==> config.mk <==
export PLATFORM = sky130hd
export DESIGN_NAME = adc_link_ctrl_regs
export DESIGN_NICKNAME = d
export VERILOG_FILES = /design/src/design/adc_link_ctrl_pkg.sv /design/src/design/sticky_if.sv /design/src/design/sticky_bank.sv /design/src/design/adc_link_ctrl_regs.sv
export SDC_FILE = /design/constraint.sdc
export NUM_CORES = 1
export LEC_CHECK = 0
export BUFFER_PORTS_ARGS = -buffer_cell sky130_fd_sc_hd__buf_2
export CORE_ASPECT_RATIO = 1.2
export CORE_MARGIN = 4
export CORE_UTILIZATION = 46
export CTS_CLUSTER_DIAMETER = 100
export DETAILED_ROUTE_END_ITERATION = 10
export PLACE_DENSITY = 0.89
export SLEW_MARGIN = 30
export SYNTH_ARGS = -nofsm -noshare
export SYNTH_HDL_FRONTEND = slang
export SYNTH_SLANG_ARGS = --single-unit
==> constraint.sdc <==
create_clock -name clock -period 1.36 [get_ports clock]
set_input_delay 0.068 -clock clock [delete_from_list [all_inputs] [get_ports clock]]
set_output_delay 0.068 -clock clock [all_outputs]
set_load 0.03 [all_outputs]
==> src/design/adc_link_ctrl_pkg.sv <==
// Constants for the converter output and serial link control registers
// What this block does
// RQ1: Sticky overrange status, one bit per converter
// RQ2: Writing 1 to clear bit clears matching status
// RQ3: Swap bit exchanges the two converter channels
// RQ4: Lane rate field bits 7:4, reset 3
// RQ5: PLL loss of lock sets sticky bit 3
// RQ6: Loss of lock cleared only by control bit 0
// RQ7: Value fe enables fixed quad rate preset
// RQ8: Value ff uses separate lane, converter, octet settings
// RQ9: Standby with select 0 sends zero samples
// RQ10: Standby with select 1 forces code group sync
// RQ11: Overrange clear register is eight bit read/write
// RQ12: Control bit 0 powers down transmit link
// RQ13: Event in clear cycle keeps sticky bit set
package adc_link_ctrl_pkg;

   localparam int unsigned ADDR_W = 12;
   localparam int unsigned SAMPLE_W = 16;
   localparam int unsigned NUM_CONV = 8;

   ////////////////////////////////////////////////////////////////////////////
   // Register offsets
   localparam logic [11:0] OFS_OVR_CLEAR    = 12'h562;
   localparam logic [11:0] OFS_OVR_STATUS   = 12'h563;
   localparam logic [11:0] OFS_CHANNEL_SEL  = 12'h564;
   localparam logic [11:0] OFS_PLL_CONTROL  = 12'h56e;
   localparam logic [11:0] OFS_PLL_STATUS   = 12'h56f;
   localparam logic [11:0] OFS_QUAD_RATE    = 12'h570;
   localparam logic [11:0] OFS_LINK_CTRL1   = 12'h571;

   ////////////////////////////////////////////////////////////////////////////
   // Field positions
   localparam int unsigned SWAP_BIT       = 0;
   localparam int unsigned LANE_RATE_LSB  = 4;
   localparam int unsigned LOCK_BIT       = 7;
   localparam int unsigned LOSS_BIT       = 3;
   localparam int unsigned STANDBY_BIT    = 7;
   localparam int unsigned POWERDOWN_BIT  = 0;

   ////////////////////////////////////////////////////////////////////////////
   // Reset values
   localparam logic [7:0] RST_OVR_CLEAR   = 8'h00;
   localparam logic       RST_SWAP        = 1'h0;
   localparam logic [3:0] RST_LANE_RATE   = 4'h3;
   localparam logic [7:0] RST_QUAD_RATE   = 8'hff;
   localparam logic [7:0] RST_LINK_CTRL1  = 8'h14;

   ////////////////////////////////////////////////////////////////////////////
   // Lane rate codes
   localparam logic [3:0] RATE_6G75_13G5  = 4'h0;
   localparam logic [3:0] RATE_3G375_6G75 = 4'h1;
   localparam logic [3:0] RATE_13G5_16G   = 4'h3;
   localparam logic [3:0] RATE_1G69_3G375 = 4'h5;

   ////////////////////////////////////////////////////////////////////////////
   // Quad rate preset
   localparam logic [7:0] QUAD_RATE_ON    = 8'hfe;
   localparam logic [7:0] QUAD_RATE_OFF   = 8'hff;
   localparam logic [4:0] PRESET_LANES    = 5'h08;
   localparam logic [7:0] PRESET_CONV     = 8'h02;
   localparam logic [7:0] PRESET_OCTETS   = 8'h02;
   localparam logic [7:0] PRESET_SAMPLES  = 8'h04;
   localparam logic [7:0] PRESET_RES      = 8'h10;
   localparam logic [7:0] PRESET_WIDTH    = 8'h10;
   localparam logic [1:0] PRESET_CTRL_BITS = 2'h0;
   localparam logic [1:0] PRESET_CTRL_WORDS = 2'h0;
   localparam logic       PRESET_HD       = 1'h0;

endpackage

==> src/design/sticky_if.sv <==
// Carrier between the register bank and its sticky flag banks
interface sticky_if #(parameter int unsigned W = 8);
   logic [W-1:0] event_set;
   logic [W-1:0] clear;
   logic [W-1:0] flags;

   modport bank
   (
      input  event_set,
      input  clear,
      output flags
   );

   modport owner
   (
      output event_set,
      output clear,
      input  flags
   );
endinterface

==> src/design/sticky_bank.sv <==
// Bank of sticky event flags with write-one clear
module sticky_bank #(parameter int unsigned W = 8)
(
   input wire logic clock,
   input wire logic reset_n,
   input wire logic clock_enable,
   sticky_if.bank   port
);

   logic [W-1:0] flags;
   logic [W-1:0] next_flags;

   // Set wins so an event in the clear cycle survives
   always_comb
   begin
      next_flags = (flags & ~port.clear) | port.event_set; // RQ13 RQ2
   end

   always_ff @(posedge clock or negedge reset_n)
   begin
      if (!reset_n)
         flags <= '0;
      else if (clock_enable)
         flags <= next_flags;
   end

   assign port.flags = flags; // RQ1
endmodule // sticky_bank

==> src/design/adc_link_ctrl_regs.sv <==
// Output and serial link control registers with sample output stage
module adc_link_ctrl_regs
   import adc_link_ctrl_pkg::*;
(
   input  wire logic                clock,
   input  wire logic                reset_n,
   input  wire logic                clock_enable,
   input  wire logic                reg_write,
   input  wire logic                reg_read,
   input  wire logic [ADDR_W-1:0]   reg_addr,
   input  wire logic [7:0]          reg_wdata,
   output logic      [7:0]          reg_rdata,
   output logic                     reg_rvalid,
   input  wire logic [NUM_CONV-1:0] overrange_event,
   input  wire logic                pll_lock_pin,
   input  wire logic                standby,
   input  wire logic [SAMPLE_W-1:0] sample_a_in,
   input  wire logic [SAMPLE_W-1:0] sample_b_in,
   input  wire logic [4:0]          cfg_lane_count,
   input  wire logic [7:0]          cfg_converter_count,
   input  wire logic [7:0]          cfg_octets_per_frame,
   output logic      [SAMPLE_W-1:0] sample_a_out,
   output logic      [SAMPLE_W-1:0] sample_b_out,
   output logic                     cgs_force,
   output logic                     link_powerdown,
   output logic      [3:0]          lane_rate_select,
   output logic                     quad_rate_preset_mode,
   output logic      [4:0]          lane_count,
   output logic      [7:0]          converter_count,
   output logic      [7:0]          octets_per_frame
);

   function automatic logic hit(input logic strobe, input logic [ADDR_W-1:0] addr,
                                input logic [ADDR_W-1:0] ofs);
      hit = strobe && (addr == ofs);
   endfunction

   ////////////////////////////////////////////////////////////////////////////
   // Sticky flag banks
   sticky_if #(.W(NUM_CONV)) ovr_if ();
   sticky_if #(.W(1))        loss_if ();

   sticky_bank #(.W(NUM_CONV)) u_overrange
   (
      .clock        (clock),
      .reset_n      (reset_n),
      .clock_enable (clock_enable),
      .port         (ovr_if.bank)
   );

   sticky_bank #(.W(1)) u_loss_of_lock
   (
      .clock        (clock),
      .reset_n      (reset_n),
      .clock_enable (clock_enable),
      .port         (loss_if.bank)
   );

   ////////////////////////////////////////////////////////////////////////////
   // Control registers
   logic [7:0] overrange_clear;
   logic       channel_swap;
   logic [3:0] lane_rate;
   logic [7:0] quad_rate_cfg;
   logic [7:0] link_ctrl1;
   logic [7:0] next_overrange_clear;
   logic       next_channel_swap;
   logic [3:0] next_lane_rate;
   logic [7:0] next_quad_rate_cfg;
   logic [7:0] next_link_ctrl1;
   logic       wr_ctrl1;

   always_comb
   begin
      next_overrange_clear = overrange_clear;
      next_channel_swap    = channel_swap;
      next_lane_rate       = lane_rate;
      next_quad_rate_cfg   = quad_rate_cfg;
      next_link_ctrl1      = link_ctrl1;
      if (hit(reg_write, reg_addr, OFS_OVR_CLEAR))
         next_overrange_clear = reg_wdata; // RQ11
      if (hit(reg_write, reg_addr, OFS_CHANNEL_SEL))
         next_channel_swap = reg_wdata[SWAP_BIT]; // RQ3
      if (hit(reg_write, reg_addr, OFS_PLL_CONTROL))
         next_lane_rate = reg_wdata[LANE_RATE_LSB +: 4]; // RQ4
      if (hit(reg_write, reg_addr, OFS_QUAD_RATE))
         next_quad_rate_cfg = reg_wdata;
      if (wr_ctrl1)
         next_link_ctrl1 = reg_wdata; // RQ12
   end

   always_ff @(posedge clock or negedge reset_n)
   begin
      if (!reset_n)
      begin
         overrange_clear <= RST_OVR_CLEAR;
         channel_swap    <= RST_SWAP;
         lane_rate       <= RST_LANE_RATE;
         quad_rate_cfg   <= RST_QUAD_RATE;
         link_ctrl1      <= RST_LINK_CTRL1;
      end
      else if (clock_enable)
      begin
         overrange_clear <= next_overrange_clear;
         channel_swap    <= next_channel_swap;
         lane_rate       <= next_lane_rate;
         quad_rate_cfg   <= next_quad_rate_cfg;
         link_ctrl1      <= next_link_ctrl1;
      end
   end

   assign wr_ctrl1         = hit(reg_write, reg_addr, OFS_LINK_CTRL1);
   assign link_powerdown   = link_ctrl1[POWERDOWN_BIT]; // RQ12
   assign lane_rate_select = lane_rate; // RQ4

   // Clear acts on the write itself, stored value is only readback
   assign ovr_if.event_set = overrange_event; // RQ1
   assign ovr_if.clear     = hit(reg_write, reg_addr, OFS_OVR_CLEAR) ? reg_wdata : '0; // RQ2

   ////////////////////////////////////////////////////////////////////////////
   // Lock synchroniser and loss detection
   logic lock_meta;
   logic lock_sync;
   logic lock_prev;
   logic next_lock_meta;
   logic next_lock_sync;
   logic next_lock_prev;

   always_comb
   begin
      next_lock_meta = pll_lock_pin;
      next_lock_sync = lock_meta;
      next_lock_prev = lock_sync;
   end

   always_ff @(posedge clock or negedge reset_n)
   begin
      if (!reset_n)
      begin
         lock_meta <= 1'h0;
         lock_sync <= 1'h0;
         lock_prev <= 1'h0;
      end
      else if (clock_enable)
      begin
         lock_meta <= next_lock_meta;
         lock_sync <= next_lock_sync;
         lock_prev <= next_lock_prev;
      end
   end

   // Only a falling lock counts, so power-up before first lock is not a loss
   assign loss_if.event_set = lock_prev && !lock_sync; // RQ5
   assign loss_if.clear     = wr_ctrl1 && reg_wdata[POWERDOWN_BIT]; // RQ6

   ////////////////////////////////////////////////////////////////////////////
   // Register read port
   logic [7:0] rd_mux;
   logic [7:0] next_rdata;
   logic       next_rvalid;

   always_comb
   begin
      rd_mux = 8'h00;
      unique case (reg_addr)
         OFS_OVR_CLEAR:   rd_mux = overrange_clear;
         OFS_OVR_STATUS:  rd_mux = ovr_if.flags; // RQ1
         OFS_CHANNEL_SEL: rd_mux = {7'h00, channel_swap};
         OFS_PLL_CONTROL: rd_mux = {lane_rate, 4'h0};
         OFS_PLL_STATUS:  rd_mux = {lock_sync, 3'h0, loss_if.flags[0], 3'h0}; // RQ5
         OFS_QUAD_RATE:   rd_mux = quad_rate_cfg;
         OFS_LINK_CTRL1:  rd_mux = link_ctrl1;
         default:         rd_mux = 8'h00;
      endcase
      next_rdata  = reg_read ? rd_mux : reg_rdata;
      next_rvalid = reg_read;
   end

   always_ff @(posedge clock or negedge reset_n)
   begin
      if (!reset_n)
      begin
         reg_rdata  <= 8'h00;
         reg_rvalid <= 1'h0;
      end
      else if (clock_enable)
      begin
         reg_rdata  <= next_rdata;
         reg_rvalid <= next_rvalid;
      end
   end

   ////////////////////////////////////////////////////////////////////////////
   // Sample output stage and link format
   logic [SAMPLE_W-1:0] next_sample_a;
   logic [SAMPLE_W-1:0] next_sample_b;
   logic                next_cgs_force;
   logic                next_preset;
   logic [4:0]          next_lane_count;
   logic [7:0]          next_converter_count;
   logic [7:0]          next_octets;
   logic                standby_cgs;

   assign standby_cgs = link_ctrl1[STANDBY_BIT];

   always_comb
   begin
      next_sample_a  = channel_swap ? sample_b_in : sample_a_in; // RQ3
      next_sample_b  = channel_swap ? sample_a_in : sample_b_in; // RQ3
      next_cgs_force = standby && standby_cgs; // RQ10
      if (standby && !standby_cgs)
      begin
         next_sample_a = '0; // RQ9
         next_sample_b = '0; // RQ9
      end
      // Any value other than fe leaves the preset off
      next_preset          = (quad_rate_cfg == QUAD_RATE_ON); // RQ7
      next_lane_count      = next_preset ? PRESET_LANES  : cfg_lane_count; // RQ8
      next_converter_count = next_preset ? PRESET_CONV   : cfg_converter_count; // RQ8
      next_octets          = next_preset ? PRESET_OCTETS : cfg_octets_per_frame; // RQ8
   end

   always_ff @(posedge clock or negedge reset_n)
   begin
      if (!reset_n)
      begin
         sample_a_out          <= '0;
         sample_b_out          <= '0;
         cgs_force             <= 1'h0;
         quad_rate_preset_mode <= 1'h0;
         lane_count            <= 5'h00;
         converter_count       <= 8'h00;
         octets_per_frame      <= 8'h00;
      end
      else if (clock_enable)
      begin
         sample_a_out          <= next_sample_a;
         sample_b_out          <= next_sample_b;
         cgs_force             <= next_cgs_force;
         quad_rate_preset_mode <= next_preset;
         lane_count            <= next_lane_count;
         converter_count       <= next_converter_count;
         octets_per_frame      <= next_octets;
      end
   end
endmodule // adc_link_ctrl_regs

==> results of run 1 <==
## logic make-up after synthesis
| kind of cell | synth area share, % |
|---|---|
| flops | 55.3 |
| compound gates | 13.7 |
| mux | 15.6 |
| simple gates | 7.61 |
| xor+xnor | 0.183 |
| buf+inv | 7.69 |
## worst max-delay path, cell delays in order
cell and delay [ns]:
sky130_fd_sc_hd__buf_8 0.10, sky130_fd_sc_hd__or4b_4 0.54, sky130_fd_sc_hd__or3_4 0.35, sky130_fd_sc_hd__or3_4 0.35
sky130_fd_sc_hd__buf_6 0.14, sky130_fd_sc_hd__mux2_4 0.30
## cell type report
type | instances | area, µm²
tap | 126 | 158
inverter | 64 | 240
timing repair buffer | 236 | 1590
clock inverter | 7 | 71.3
fill | 735 | 3150
sequential | 105 | 2640
clock buffer | 9 | 225
multi-input combinational | 238 | 2040
## cell usage in the layout (no fill, tap or decap), types with 2 or more instances in the layout
master                            n
sky130_fd_sc_hd__nor2_1           9
sky130_fd_sc_hd__dlygate4sd3_1   32
sky130_fd_sc_hd__o21ai_0         12
sky130_fd_sc_hd__nand4_1          4
sky130_fd_sc_hd__and4_1           2
sky130_fd_sc_hd__a221oi_1         2
sky130_fd_sc_hd__or4b_4           2
sky130_fd_sc_hd__clkbuf_16       11
sky130_fd_sc_hd__buf_6            8
sky130_fd_sc_hd__mux2_4          16
sky130_fd_sc_hd__inv_1           64
sky130_fd_sc_hd__mux2_2          12
sky130_fd_sc_hd__clkinvlp_4       3
sky130_fd_sc_hd__o22a_1           3
sky130_fd_sc_hd__a2bb2oi_1        2
sky130_fd_sc_hd__o21ai_2         14
sky130_fd_sc_hd__buf_4           35
sky130_fd_sc_hd__a2bb2oi_2        3
sky130_fd_sc_hd__a22o_1           8
sky130_fd_sc_hd__buf_12           4
sky130_fd_sc_hd__buf_2          154
sky130_fd_sc_hd__dfstp_2         12
sky130_fd_sc_hd__or3_4            2
sky130_fd_sc_hd__nand2_1         12
sky130_fd_sc_hd__dfrtp_1         92
sky130_fd_sc_hd__mux2i_1         39
sky130_fd_sc_hd__o22ai_1         33
sky130_fd_sc_hd__a32o_1           4
sky130_fd_sc_hd__nand2_2          6
sky130_fd_sc_hd__o21ai_1         12
sky130_fd_sc_hd__nand3_1          9
sky130_fd_sc_hd__clkinv_2         2
sky130_fd_sc_hd__nand2_4         12
## power by group through the flow
stage / combinational, mW / clock (mW) / sequential (mW)
after global placement: 1.04 / 0 / 3.40
final: 1.26 / 2.59 / 3.36
after CTS: 1.15 / 2.65 / 3.36
after floorplan: 0.300 / 0 / 3.69
after detailed placement: 1.07 / 0 / 3.42
after global routing: 1.35 / 2.77 / 3.37
## what timing repair did
action | 4_1_cts | 5_1_grt
cloned | 0 | 3
endpoints found under the hold margin | 124 | 0
buffers inserted | 1 | 6
setup endpoints to repair | 25 | 39
hold buffers | 32 | 0
resized for setup | 12 | 77
pin swaps | 5 | 22
## through the flow
stage	std cells	power [mW]	setup TNS [ns]	instance area (µm²)
floorplan	434	3.99	-13.84	4840
global placement	727	4.44	-15.82	5970
global route	785	7.50	-4.91	6960
CTS	776	7.16	-3.42	6640
finish	785	7.21	-3.87	6960
detailed placement	727	4.49	-17.63	5970
## how the worst max path moves through the flow
stage | startpoint | end | slack [ns] | cells after the start
final | reg_addr[1] | link_ctrl1[6] | -0.26 | 6
after CTS | reg_addr[1] | link_ctrl1[6] | -0.24 | 6
after global routing | reg_addr[1] | quad_rate_cfg[5] | -0.29 | 7
after floorplan | reg_addr[1] | link_ctrl1[0] | -0.79 | 8
after detailed placement | reg_addr[1] | link_ctrl1[3] | -0.69 | 6
after global placement | reg_addr[1] | link_ctrl1[0] | -0.64 | 6
## routing by layer
metal  track usage [%]  wire [µm]  vias up  part of all wire [%]
li1                  -          -     1961                     -
met1              27.5       5700     2089                    39
met2              40.3       7670      171                    52
met3              5.47       1030       34                   7.0
met4              8.48        360        2                   2.4
met5                 0         17        -                  0.11
==> impl_results.rst, run 1 <==
.. list-table::
   :header-rows: 1

   * - Metric
     - Value
   * - Worst hold slack
     - 0.0164 ns
   * - Number of buffers created by CTS
     - 9
   * - Antenna-violating nets left
     - 0
   * - Shortest clock period the worst path allows after layout
     - 1.62 ns
   * - Count of unresolved DRC violations after routing
     - 0
   * - Clk Latency, worst-skew pair
     - 0.34 ns
   * - Failing checks
     - negative setup slack
   * - Proportion of layout cells with a drive suffix above 1
     - 46.7%
   * - Startpoint of the worst register-to-register path
     - quad_rate_cfg[1]
   * - Effective utilization at floorplan
     - 47.3%
   * - Final-stage net count
     - 742
   * - Endpoint class of the critical path
     - register
   * - Top post-synthesis cells by count
     - sky130_fd_sc_hd__dfrtp_1 (93), sky130_fd_sc_hd__inv_1 (64), sky130_fd_sc_hd__mux2i_1 (40)
   * - Result of the run
     - complete, but fails checks
   * - Relative contribution of the clock network to total power
     - 36.0%
   * - Data required time of the critical path
     - 1.59 ns
   * - EDFF count, synth
     - 0
   * - TritonCTS sink count
     - 105
   * - Max frequency
     - 616 MHz
   * - Synth warnings
     - 0
   * - Tot GR Track Use
     - 23.2%
   * - Post-Synthesis Net Count
     - 522
   * - Final clock skew
     - 0.00500 ns
   * - Worst Hold Endpoint
     - sample_a_out[14]
   * - Fraction of registers with async set/reset
     - 100%
   * - Pin slew with the least headroom to its limit
     - 0.555 ns
   * - Number of distinct library cell variants in the gate-level netlist after synthesis
     - 43
   * - Most frequently used cell type in the post-synthesis netlist
     - sky130_fd_sc_hd__dfrtp_1
   * - Sequential element share of the synthesized area
     - 55.3%
   * - Number of H-tree branching levels
     - 3
   * - Fraction of synthesized cell area taken by the top area cell type
     - 48.7%
   * - Number of rows created at floorplan
     - 40
   * - Proportion of power drawn by combinational gates
     - 17.5%
   * - Launch instance of the worst min-delay path
     - sample_b_in[14]
   * - Vias
     - 4,257
   * - Worst reg2reg endpoint
     - converter_count[3]
   * - Top cells by area, synth
     - sky130_fd_sc_hd__dfrtp_1 (49%), sky130_fd_sc_hd__mux2i_1 (8.4%), sky130_fd_sc_hd__dfstp_2 (6.6%), sky130_fd_sc_hd__inv_1 (5.0%), sky130_fd_sc_hd__mux2_2 (4.7%)
   * - Placeable core region
     - 10,100 µm²
   * - Worst setup slack before clock tree synthesis
     - -0.689 ns
   * - Launching element type of the critical path
     - input pin
   * - Fraction of power consumed by sequential logic
     - 46.6%
   * - Worst reg2reg path depth
     - 5
   * - Final core area utilization
     - 68.9%
   * - Most used flip-flop cell after synthesis
     - sky130_fd_sc_hd__dfrtp_1
   * - Register-to-register path setup slack
     - -0.02 ns
   * - Switching Share
     - 28.2%
   * - Die Ht
     - 120 µm
   * - Layout Area Growth over Synthesis
     - 45.6%
   * - Flip-flop and latch count after synthesis
     - 105
   * - First-pass GRT wire length
     - 22,100 µm
   * - Global placement routability congestion
     - 0.874
   * - Design internal power
     - 5.18 mW
   * - PD cells
     - 1040 nW/µm²
   * - Via count of the first global-routing pass
     - 4,475
   * - CP Data Arrival Time
     - 1.85 ns
   * - Peak supply drop
     - 0.581 mV
   * - Post-synthesis cell type with the largest combined area
     - sky130_fd_sc_hd__dfrtp_1
   * - Mapped Cells
     - 434
   * - Number of stages on the worst hold path
     - 3
   * - Leading registers by flop count
     - sample_a_out (16), sample_b_out (16)
   * - Hold crit path type
     - in2reg
   * - Synthesized cell area
     - 4780 µm²
   * - Clock tree from TritonCTS
     - built
   * - Top-level I/O count
     - 157
   * - Switching power
     - 2.03 mW
   * - Avg Synthesized Cell Area
     - 11.0 µm²
   * - Total of buffers placed on input and output ports
     - 156
   * - Setup repair after global routing missed its margin
     - true
   * - Via density
     - 5.42
   * - Die X
     - 101 µm
   * - Clk slew on worst S/H paths
     - 0.07 ns
   * - DPL Wire Length
     - 9990 µm
   * - Final count of hold timing violations
     - 0
   * - Final routed wire length divided by cell count
     - 18.8 µm
   * - Pins over their slew limit
     - 0
   * - Leftover overflow at the end of global routing
     - 0
   * - Maximum fanout along the worst path
     - 4
   * - Buffers from clock root to sink, at most
     - 2
   * - Buffer cell driving the clock tree root
     - sky130_fd_sc_hd__clkbuf_16
   * - Area of the die
     - 12,100 µm²
   * - Diodes inserted
     - 0
   * - Pin count of the biggest net entering global routing
     - 62
   * - Slew Limit Headroom
     - 63.0%
   * - Maxcap violations
     - 0
   * - Final worst path period share
     - 119%
   * - Leakage dissipation
     - 3.40 nW
   * - DRC violation total after the first TritonRoute iteration
     - 172
   * - Crit path setup slack, layout
     - -0.264 ns
   * - Drt total wl
     - 14,800 µm
   * - Pre-antenna DRT Iters
     - 4
   * - Setup CP Type
     - in2reg
   * - Number of setup violations in the final report
     - 22
   * - Initial antenna violation count
     - 1
Power figures use the tool's default switching activity.
==> inputs of run 2 (changes only) <==
CTS_CLUSTER_SIZE = 40   (was not set)
PLACE_DENSITY = 0.76   (was 0.89)
==> run 2 against run 1 <==
  * The flow still finishes with violations (negative setup slack)
  * Non-clock buffer count shrank 1
  * Via count shrank 2.4%
  * Total power grew 5.4%
  * First-iteration DRC count shrank 36%
  * Clock power grew 15%
  * Critical path type unchanged
  * Critical endpoint is now link_ctrl1[1]
  * Largest cell class unchanged
==> impl_results.rst, run 2 (synthesis gave the netlist of run 1 again) <==
.. list-table::
   :header-rows: 1

   * - Metric
     - Value
   * - Endpoint class of the critical path
     - register
   * - Vias
     - 4,153 (-2.4%)
   * - Top-level I/O count
     - 157 (unchanged)
   * - Clock tree from TritonCTS
     - built
   * - Shortest clock period the worst path allows after layout
     - 1.62 ns (-0.00747 ns)
   * - Final routed wire length divided by cell count
     - 17.1 µm (-9.4%)
   * - Count of unresolved DRC violations after routing
     - 0 (unchanged)
   * - Die X
     - 101 µm (unchanged)
   * - Initial antenna violation count
     - 0 (-1)
   * - Number of rows created at floorplan
     - 40 (unchanged)
   * - Area of the die
     - 12,100 µm² (unchanged)
   * - Final count of hold timing violations
     - 0 (unchanged)
   * - First-pass GRT wire length
     - 20,800 µm (-5.6%)
   * - Layout Area Growth over Synthesis
     - 46.7%
   * - Final-stage net count
     - 741 (-0.13%)
   * - Final clock skew
     - 0.0101 ns (+0.00507 ns)
   * - Slowest Stage Delay on Critical Path
     - 0.53 ns (about the same)
   * - Sum Neg Setup Slack
     - -5.95 ns (-2.07 ns)
   * - Max frequency
     - 619 MHz (+0.46%)
   * - Setup CP Type
     - in2reg
   * - Family with the most delay on the worst path
     - simple AND/OR/NAND/NOR gates
   * - Leftover overflow at the end of global routing
     - 0 (unchanged)
   * - Diodes inserted
     - 0 (unchanged)
   * - Slew Limit Headroom
     - 57.2% (-5.9 points)
   * - Leading registers by flop count
     - sample_a_out (16), sample_b_out (16)
   * - Pin count of the biggest net entering global routing
     - 55 (-11%)
   * - Slowest stage cell on the critical path
     - sky130_fd_sc_hd__or4b_4
   * - Proportion of layout cells with a drive suffix above 1
     - 46.0% (-0.69 points)
   * - PD cells
     - 1080 nW/µm² (+4.7%)
   * - Most common cell after layout, fill and taps aside
     - sky130_fd_sc_hd__buf_2
   * - Failing checks
     - negative setup slack
   * - Clk slew on worst S/H paths
     - 0.07 ns (about the same)
   * - Drt total wl
     - 13,400 µm (-9.5%)
   * - Worst hold slack
     - 0.0164 ns (-0.0000423 ns)
   * - Pre-antenna DRT Iters
     - 4 (unchanged)
   * - Number of setup violations in the final report
     - 53 (+140%)
   * - Buffers from clock root to sink, at most
     - 2 (unchanged)
   * - Setup repair after global routing missed its margin
     - true
   * - Final worst path period share
     - 119% (-0.55 points)
   * - Top library cells by usage in the layout, fill and taps aside
     - sky130_fd_sc_hd__buf_2 (154), sky130_fd_sc_hd__dfrtp_1 (92), sky130_fd_sc_hd__inv_1 (64), sky130_fd_sc_hd__mux2i_1 (40), sky130_fd_sc_hd__buf_4 (36)
   * - Antenna-violating nets left
     - 0 (unchanged)
   * - Data required time of the critical path
     - 1.59 ns (about the same)
   * - Buffers plus inverters on the worst setup path
     - 2 (unchanged)
   * - Clk Latency, worst-skew pair
     - 0.34 ns (about the same)
   * - Total of buffers placed on input and output ports
     - 156 (unchanged)
   * - Die Ht
     - 120 µm (unchanged)
   * - Crit path setup slack, layout
     - -0.257 ns (+0.00747 ns)
   * - Via density
     - 5.30 (-2.3%)
   * - Result of the run
     - complete, but fails checks
   * - Via count of the first global-routing pass
     - 4,249 (-5.1%)
   * - Global placement routability congestion
     - 0.883 (+1.0%)
   * - CP Data Arrival Time
     - 1.85 ns (about the same)
   * - Leakage dissipation
     - 3.45 nW (+1.5%)
   * - Maximum fanout along the worst path
     - 5 (+1)
   * - Maxcap violations
     - 0 (unchanged)
   * - TritonCTS sink count
     - 105 (unchanged)
   * - Number of H-tree branching levels
     - 3 (unchanged)
   * - Number of buffers created by CTS
     - 9 (unchanged)
   * - Pins over their slew limit
     - 0 (unchanged)
   * - Launching element type of the critical path
     - input pin
   * - Placeable core region
     - 10,100 µm² (unchanged)
   * - Worst setup slack before clock tree synthesis
     - -0.689 ns (+0.0000380 ns)
   * - Hold crit path type
     - in2reg
   * - Tot GR Track Use
     - 21.5% (-1.6 points)
   * - Cells along the critical path
     - buf_6 -> or4b_4 -> or3_4 -> or3_4 -> buf_6 -> mux2_4
   * - Pin slew with the least headroom to its limit
     - 0.643 ns (+0.0878 ns)
   * - DRC violation total after the first TritonRoute iteration
     - 110 (-36%)
   * - Effective utilization at floorplan
     - 47.3% (unchanged)
   * - DPL Wire Length
     - 9420 µm (-5.7%)
   * - Buffer cell driving the clock tree root
     - sky130_fd_sc_hd__clkbuf_16
   * - Peak supply drop
     - 0.684 mV (+18%)
-- run 2: what timing repair did --
action                                  CTS  global route
endpoints found under the hold margin    85             0
endpoints found under the setup margin   34            61
hold buffers                             31             0
pin swaps                                 6            22
setup buffers                             5             2
gates cloned                              2             1
resized for setup                        36            54
-- run 2: layer usage --
layer / share of wire [%] / global-route usage [%]
met1: 40 / 27.0
met2: 54 / 36.8
met3: 4.9 / 4.59
met4: 2.0 / 6.90
met5: 0 / 0
-- run 2: path summary, 6_finish.rpt --
| check | startpoint | end | slack (ns) | cells past startpoint |
|---|---|---|---|---|
| min in group asynchronous | reset_n | u_loss_of_lock.port.flags | 0.18 | 2 |
| min | sample_b_in[0] | sample_b_out[0] | 0.02 | 3 |
| max | reg_addr[1] | link_ctrl1[1] | -0.26 | 6 |
| max in group asynchronous | reset_n | lane_count[0] | 0.59 | 3 |
| min reg2reg | reg_rdata[1] | reg_rdata[1] | 0.49 | 2 |
| max reg2reg | quad_rate_cfg[2] | converter_count[5] | -0.08 | 5 |
-- run 2: layout make-up --
| class | count | area (µm²) |
|---|---|---|
| Clock inverter | 7 | 125 |
| Multi-Input combinational cell | 238 | 2030 |
| Sequential cell | 105 | 2640 |
| Timing Repair Buffer | 235 | 1590 |
| Clock buffer | 9 | 225 |
| Fill cell | 743 | 3100 |
| Tap cell | 126 | 158 |
| Inverter | 64 | 240 |
-- run 2: stage by stage --
| step | instance area [µm²] | total power, mW | util (%) | std cells |
|---|---|---|---|---|
| global placement | 5990 | 4.46 | 59.2 | 728 |
| detailed placement | 5990 | 4.48 | 59.2 | 728 |
| global route | 7010 | 7.91 | 69.4 | 784 |
| CTS | 6810 | 7.59 | 67.3 | 782 |
| floorplan | 4840 | 3.99 | - | 434 |
| finish | 7010 | 7.60 | 69.4 | 784 |
-- run 2: power by group --
part | internal, mW | total (mW) | switching [mW]
registers | 3.27 | 3.36 | 0.0851
logic | 0.492 | 1.25 | 0.763
clock network | 1.82 | 2.99 | 1.17
total | 5.59 | 7.60 | 2.02
-- run 2: worst min-delay path, cell delays in order --
cell and delay (ns):
sky130_fd_sc_hd__buf_2 0.09, sky130_fd_sc_hd__mux2i_1 0.06, sky130_fd_sc_hd__o22ai_1 0.09
==> inputs of run 3 (changes only) <==
CORE_UTILIZATION = 51   (was 46)
PLACE_DENSITY = 0.79   (was 0.76)
clock period = 1.55 ns   (was 1.36 ns; I/O delays follow)
==> run 3 against run 2 <==
  * The flow still finishes with violations (negative setup slack)
  * Clock skew decreased by 0.0037 ns
  * Clock power decreased by 40%
  * Worst hold slack got worse by 0.0030 ns
  * Non-clock buffer count increased by 7
  * Critical endpoint unchanged
==> impl_results.rst, run 3 (synthesis gave the netlist of run 1 again) <==
.. list-table::
   :header-rows: 1

   * - Metric
     - Value
   * - Max frequency
     - 637 MHz
   * - Pins over their slew limit
     - 0 (unchanged)
   * - Final-stage net count
     - 748 (+0.94%)
   * - Setup repair after global routing missed its margin
     - true
   * - Number of stages on the worst hold path
     - 3 (unchanged)
   * - DPL Wire Length
     - 9520 µm (+1.1%)
   * - Number of rows created at floorplan
     - 38 (-5.0%)
   * - Layout Area Growth over Synthesis
     - 39.9%
   * - Placeable core region
     - 9080 µm² (-10%)
   * - Diodes inserted
     - 0 (unchanged)
   * - Total of buffers placed on input and output ports
     - 156 (unchanged)
   * - Launching element type of the critical path
     - input pin
   * - Register-to-register path setup slack
     - 0.09 ns (+0.17 ns)
   * - Endpoint class of the critical path
     - register
   * - Worst reg2reg path depth
     - 4 (-1)
   * - Clock tree from TritonCTS
     - built
   * - Pin count of the biggest net entering global routing
     - 47 (-15%)
   * - Number of setup violations in the final report
     - 13 (-75%)
   * - Most common cell after layout, fill and taps aside
     - sky130_fd_sc_hd__buf_2
   * - Proportion of layout cells with a drive suffix above 1
     - 38.0% (-8.0 points)
   * - Switching Share
     - 27.9% (+1.4 points)
   * - DP Cell Count
     - 714 (-1.9%)
   * - Pin slew with the least headroom to its limit
     - 0.519 ns (-0.124 ns)
   * - Global placement routability congestion
     - 0.881 (-0.15%)
   * - Design internal power
     - 4.16 mW (-25%)
   * - Final clock skew
     - 0.00633 ns (-0.00374 ns)
   * - Final routed wire length divided by cell count
     - 17.6 µm (+3.0%)
   * - Worst Hold Endpoint
     - sample_b_out[1]
   * - Leftover overflow at the end of global routing
     - 0 (unchanged)
   * - Pre-antenna DRT Iters
     - 5 (+1)
   * - Proportion of power drawn by combinational gates
     - 18.1% (+1.6 points)
   * - Worst hold slack
     - 0.0134 ns (-0.00298 ns)
   * - Antenna-violating nets left
     - 0 (unchanged)
   * - Die X
     - 96.4 µm (-4.6%)
   * - Via count of the first global-routing pass
     - 4,485 (+5.6%)
   * - Die Ht
     - 114 µm (-4.7%)
   * - Startpoint of the worst register-to-register path
     - quad_rate_cfg[2]
   * - Launch instance of the worst min-delay path
     - sample_b_in[1]
   * - Peak supply drop
     - 0.437 mV (-36%)
   * - Worst reg2reg endpoint
     - octets_per_frame[3]
   * - Data required time of the critical path
     - 1.81 ns (+0.22 ns)
   * - Maximum fanout along the worst path
     - 5 (unchanged)
   * - Area post-placement
     - 5900 µm² (-1.4%)
   * - DRC violation total after the first TritonRoute iteration
     - 218 (+98%)
   * - Setup CP Type
     - in2reg
   * - Shortest clock period the worst path allows after layout
     - 1.57 ns
   * - Area of the die
     - 11,000 µm² (-9.1%)
   * - Drt total wl
     - 13,800 µm (+3.1%)
   * - Clk slew on worst S/H paths
     - 0.09 ns (+0.02 ns)
   * - Crit path setup slack, layout
     - -0.0203 ns (+0.236 ns)
   * - Result of the run
     - complete, but fails checks
   * - Number of H-tree branching levels
     - 3 (unchanged)
   * - Maxcap violations
     - 0 (unchanged)
   * - Switching power
     - 1.61 mW (-20%)
   * - Number of buffers created by CTS
     - 9 (unchanged)
   * - Worst setup slack before clock tree synthesis
     - -0.451 ns (+0.238 ns)
   * - Filler-free cell count of the finished design
     - 785 (+0.13%)
   * - Leakage dissipation
     - 3.27 nW (-5.1%)
   * - Final count of hold timing violations
     - 0 (unchanged)
   * - Final worst path period share
     - 101%
   * - Buffers from clock root to sink, at most
     - 2 (unchanged)
   * - Vias
     - 4,230 (+1.9%)
   * - Count of unresolved DRC violations after routing
     - 0 (unchanged)
   * - TritonCTS sink count
     - 105 (unchanged)
   * - CP Data Arrival Time
     - 1.83 ns (-0.02 ns)
   * - Fraction of power consumed by sequential logic
     - 51.0% (+6.8 points)
   * - Slew Limit Headroom
     - 65.1% (+7.9 points)
   * - Buffer cell driving the clock tree root
     - sky130_fd_sc_hd__clkbuf_8
   * - Hold crit path type
     - in2reg
   * - Initial antenna violation count
     - 0 (unchanged)
   * - Post-route design area
     - 6690 µm² (-4.6%)
   * - Clk Latency, worst-skew pair
     - 0.36 ns (+0.02 ns)
   * - Top library cells by usage in the layout, fill and taps aside
     - sky130_fd_sc_hd__buf_2 (154), sky130_fd_sc_hd__dfrtp_1 (92), sky130_fd_sc_hd__inv_1 (64), sky130_fd_sc_hd__dlygate4sd3_1 (53), sky130_fd_sc_hd__mux2i_1 (40)
   * - Effective utilization at floorplan
     - 52.7% (+5.4 points)
   * - Failing checks
     - negative setup slack
   * - Relative contribution of the clock network to total power
     - 30.9% (-8.4 points)
   * - PD cells
     - 864 nW/µm² (-20%)
   * - First-pass GRT wire length
     - 21,900 µm (+5.3%)
   * - Via density
     - 5.39 (+1.7%)
   * - Leading registers by flop count
     - sample_a_out (16), sample_b_out (16)
   * - Total design power
     - 5.78 mW (-24%)
   * - Top-level I/O count
     - 157 (unchanged)
   * - Tot GR Track Use
     - 26.0% (+4.5 points)
run 3: cell type report:
type / instances / area [µm²]
clock inverters: 4 / 48.8
multi-input cells: 238 / 1820
inverters: 64 / 240
repair buffers: 242 / 1630
fillers: 626 / 2390
well taps: 120 / 150
flip-flops and latches: 105 / 2640
clock buffers: 12 / 165
run 3: repair_timing:
action / 4_1_cts / 5_1_grt
gates resized for setup: 7 / 1
gates cloned: 1 / 0
setup buffers: 0 / 1
hold buffers: 51 / 2
hold endpoints to repair: 78 / 1
setup endpoints to repair: 15 / 32
run 3: layer usage:
metal | track usage (%) | share of wire, % | vias up
met3 | 5.59 | 6.7 | 42
met4 | 12.7 | 3.9 | 0
met2 | 43.2 | 50 | 169
met5 | 0 | 0 | -
met1 | 32.0 | 40 | 2056
li1 | - | - | 1963
run 3: worst max-delay path by stage:
stage | from | endpoint
after detailed placement | reg_addr[1] | link_ctrl1[0]
after CTS | reg_addr[1] | link_ctrl1[1]
after floorplan | reg_addr[1] | link_ctrl1[0]
after global routing | reg_addr[1] | link_ctrl1[5]
after global placement | reg_addr[1] | link_ctrl1[0]
final | reg_addr[1] | link_ctrl1[1]
run 3: power by group through the flow:
stage | logic, mW | clock network (mW) | registers (mW)
after floorplan | 0.256 | 0 | 3.23
after global placement | 0.905 | 0 | 2.99
after detailed placement | 0.926 | 0 | 3.00
after CTS | 1.03 | 1.83 | 2.94
after global routing | 1.13 | 1.96 | 2.96
final | 1.04 | 1.79 | 2.95
run 3: through the flow:
step | utilization (%) | TNS (ns)
after floorplan | - | -9.54
after global placement | 65.0 | -8.08
after detailed placement | 65.0 | -9.04
after CTS | 73.4 | -0.0215
after global routing | 73.7 | -0.191
final | 73.7 | -0.163
run 3: worst max-delay path, cell delays in order:
cell                     delay (ns)
sky130_fd_sc_hd__buf_6         0.09
sky130_fd_sc_hd__or4b_4        0.52
sky130_fd_sc_hd__or3_4         0.34
sky130_fd_sc_hd__or3_4         0.35
sky130_fd_sc_hd__buf_6         0.15
sky130_fd_sc_hd__mux2_4        0.29
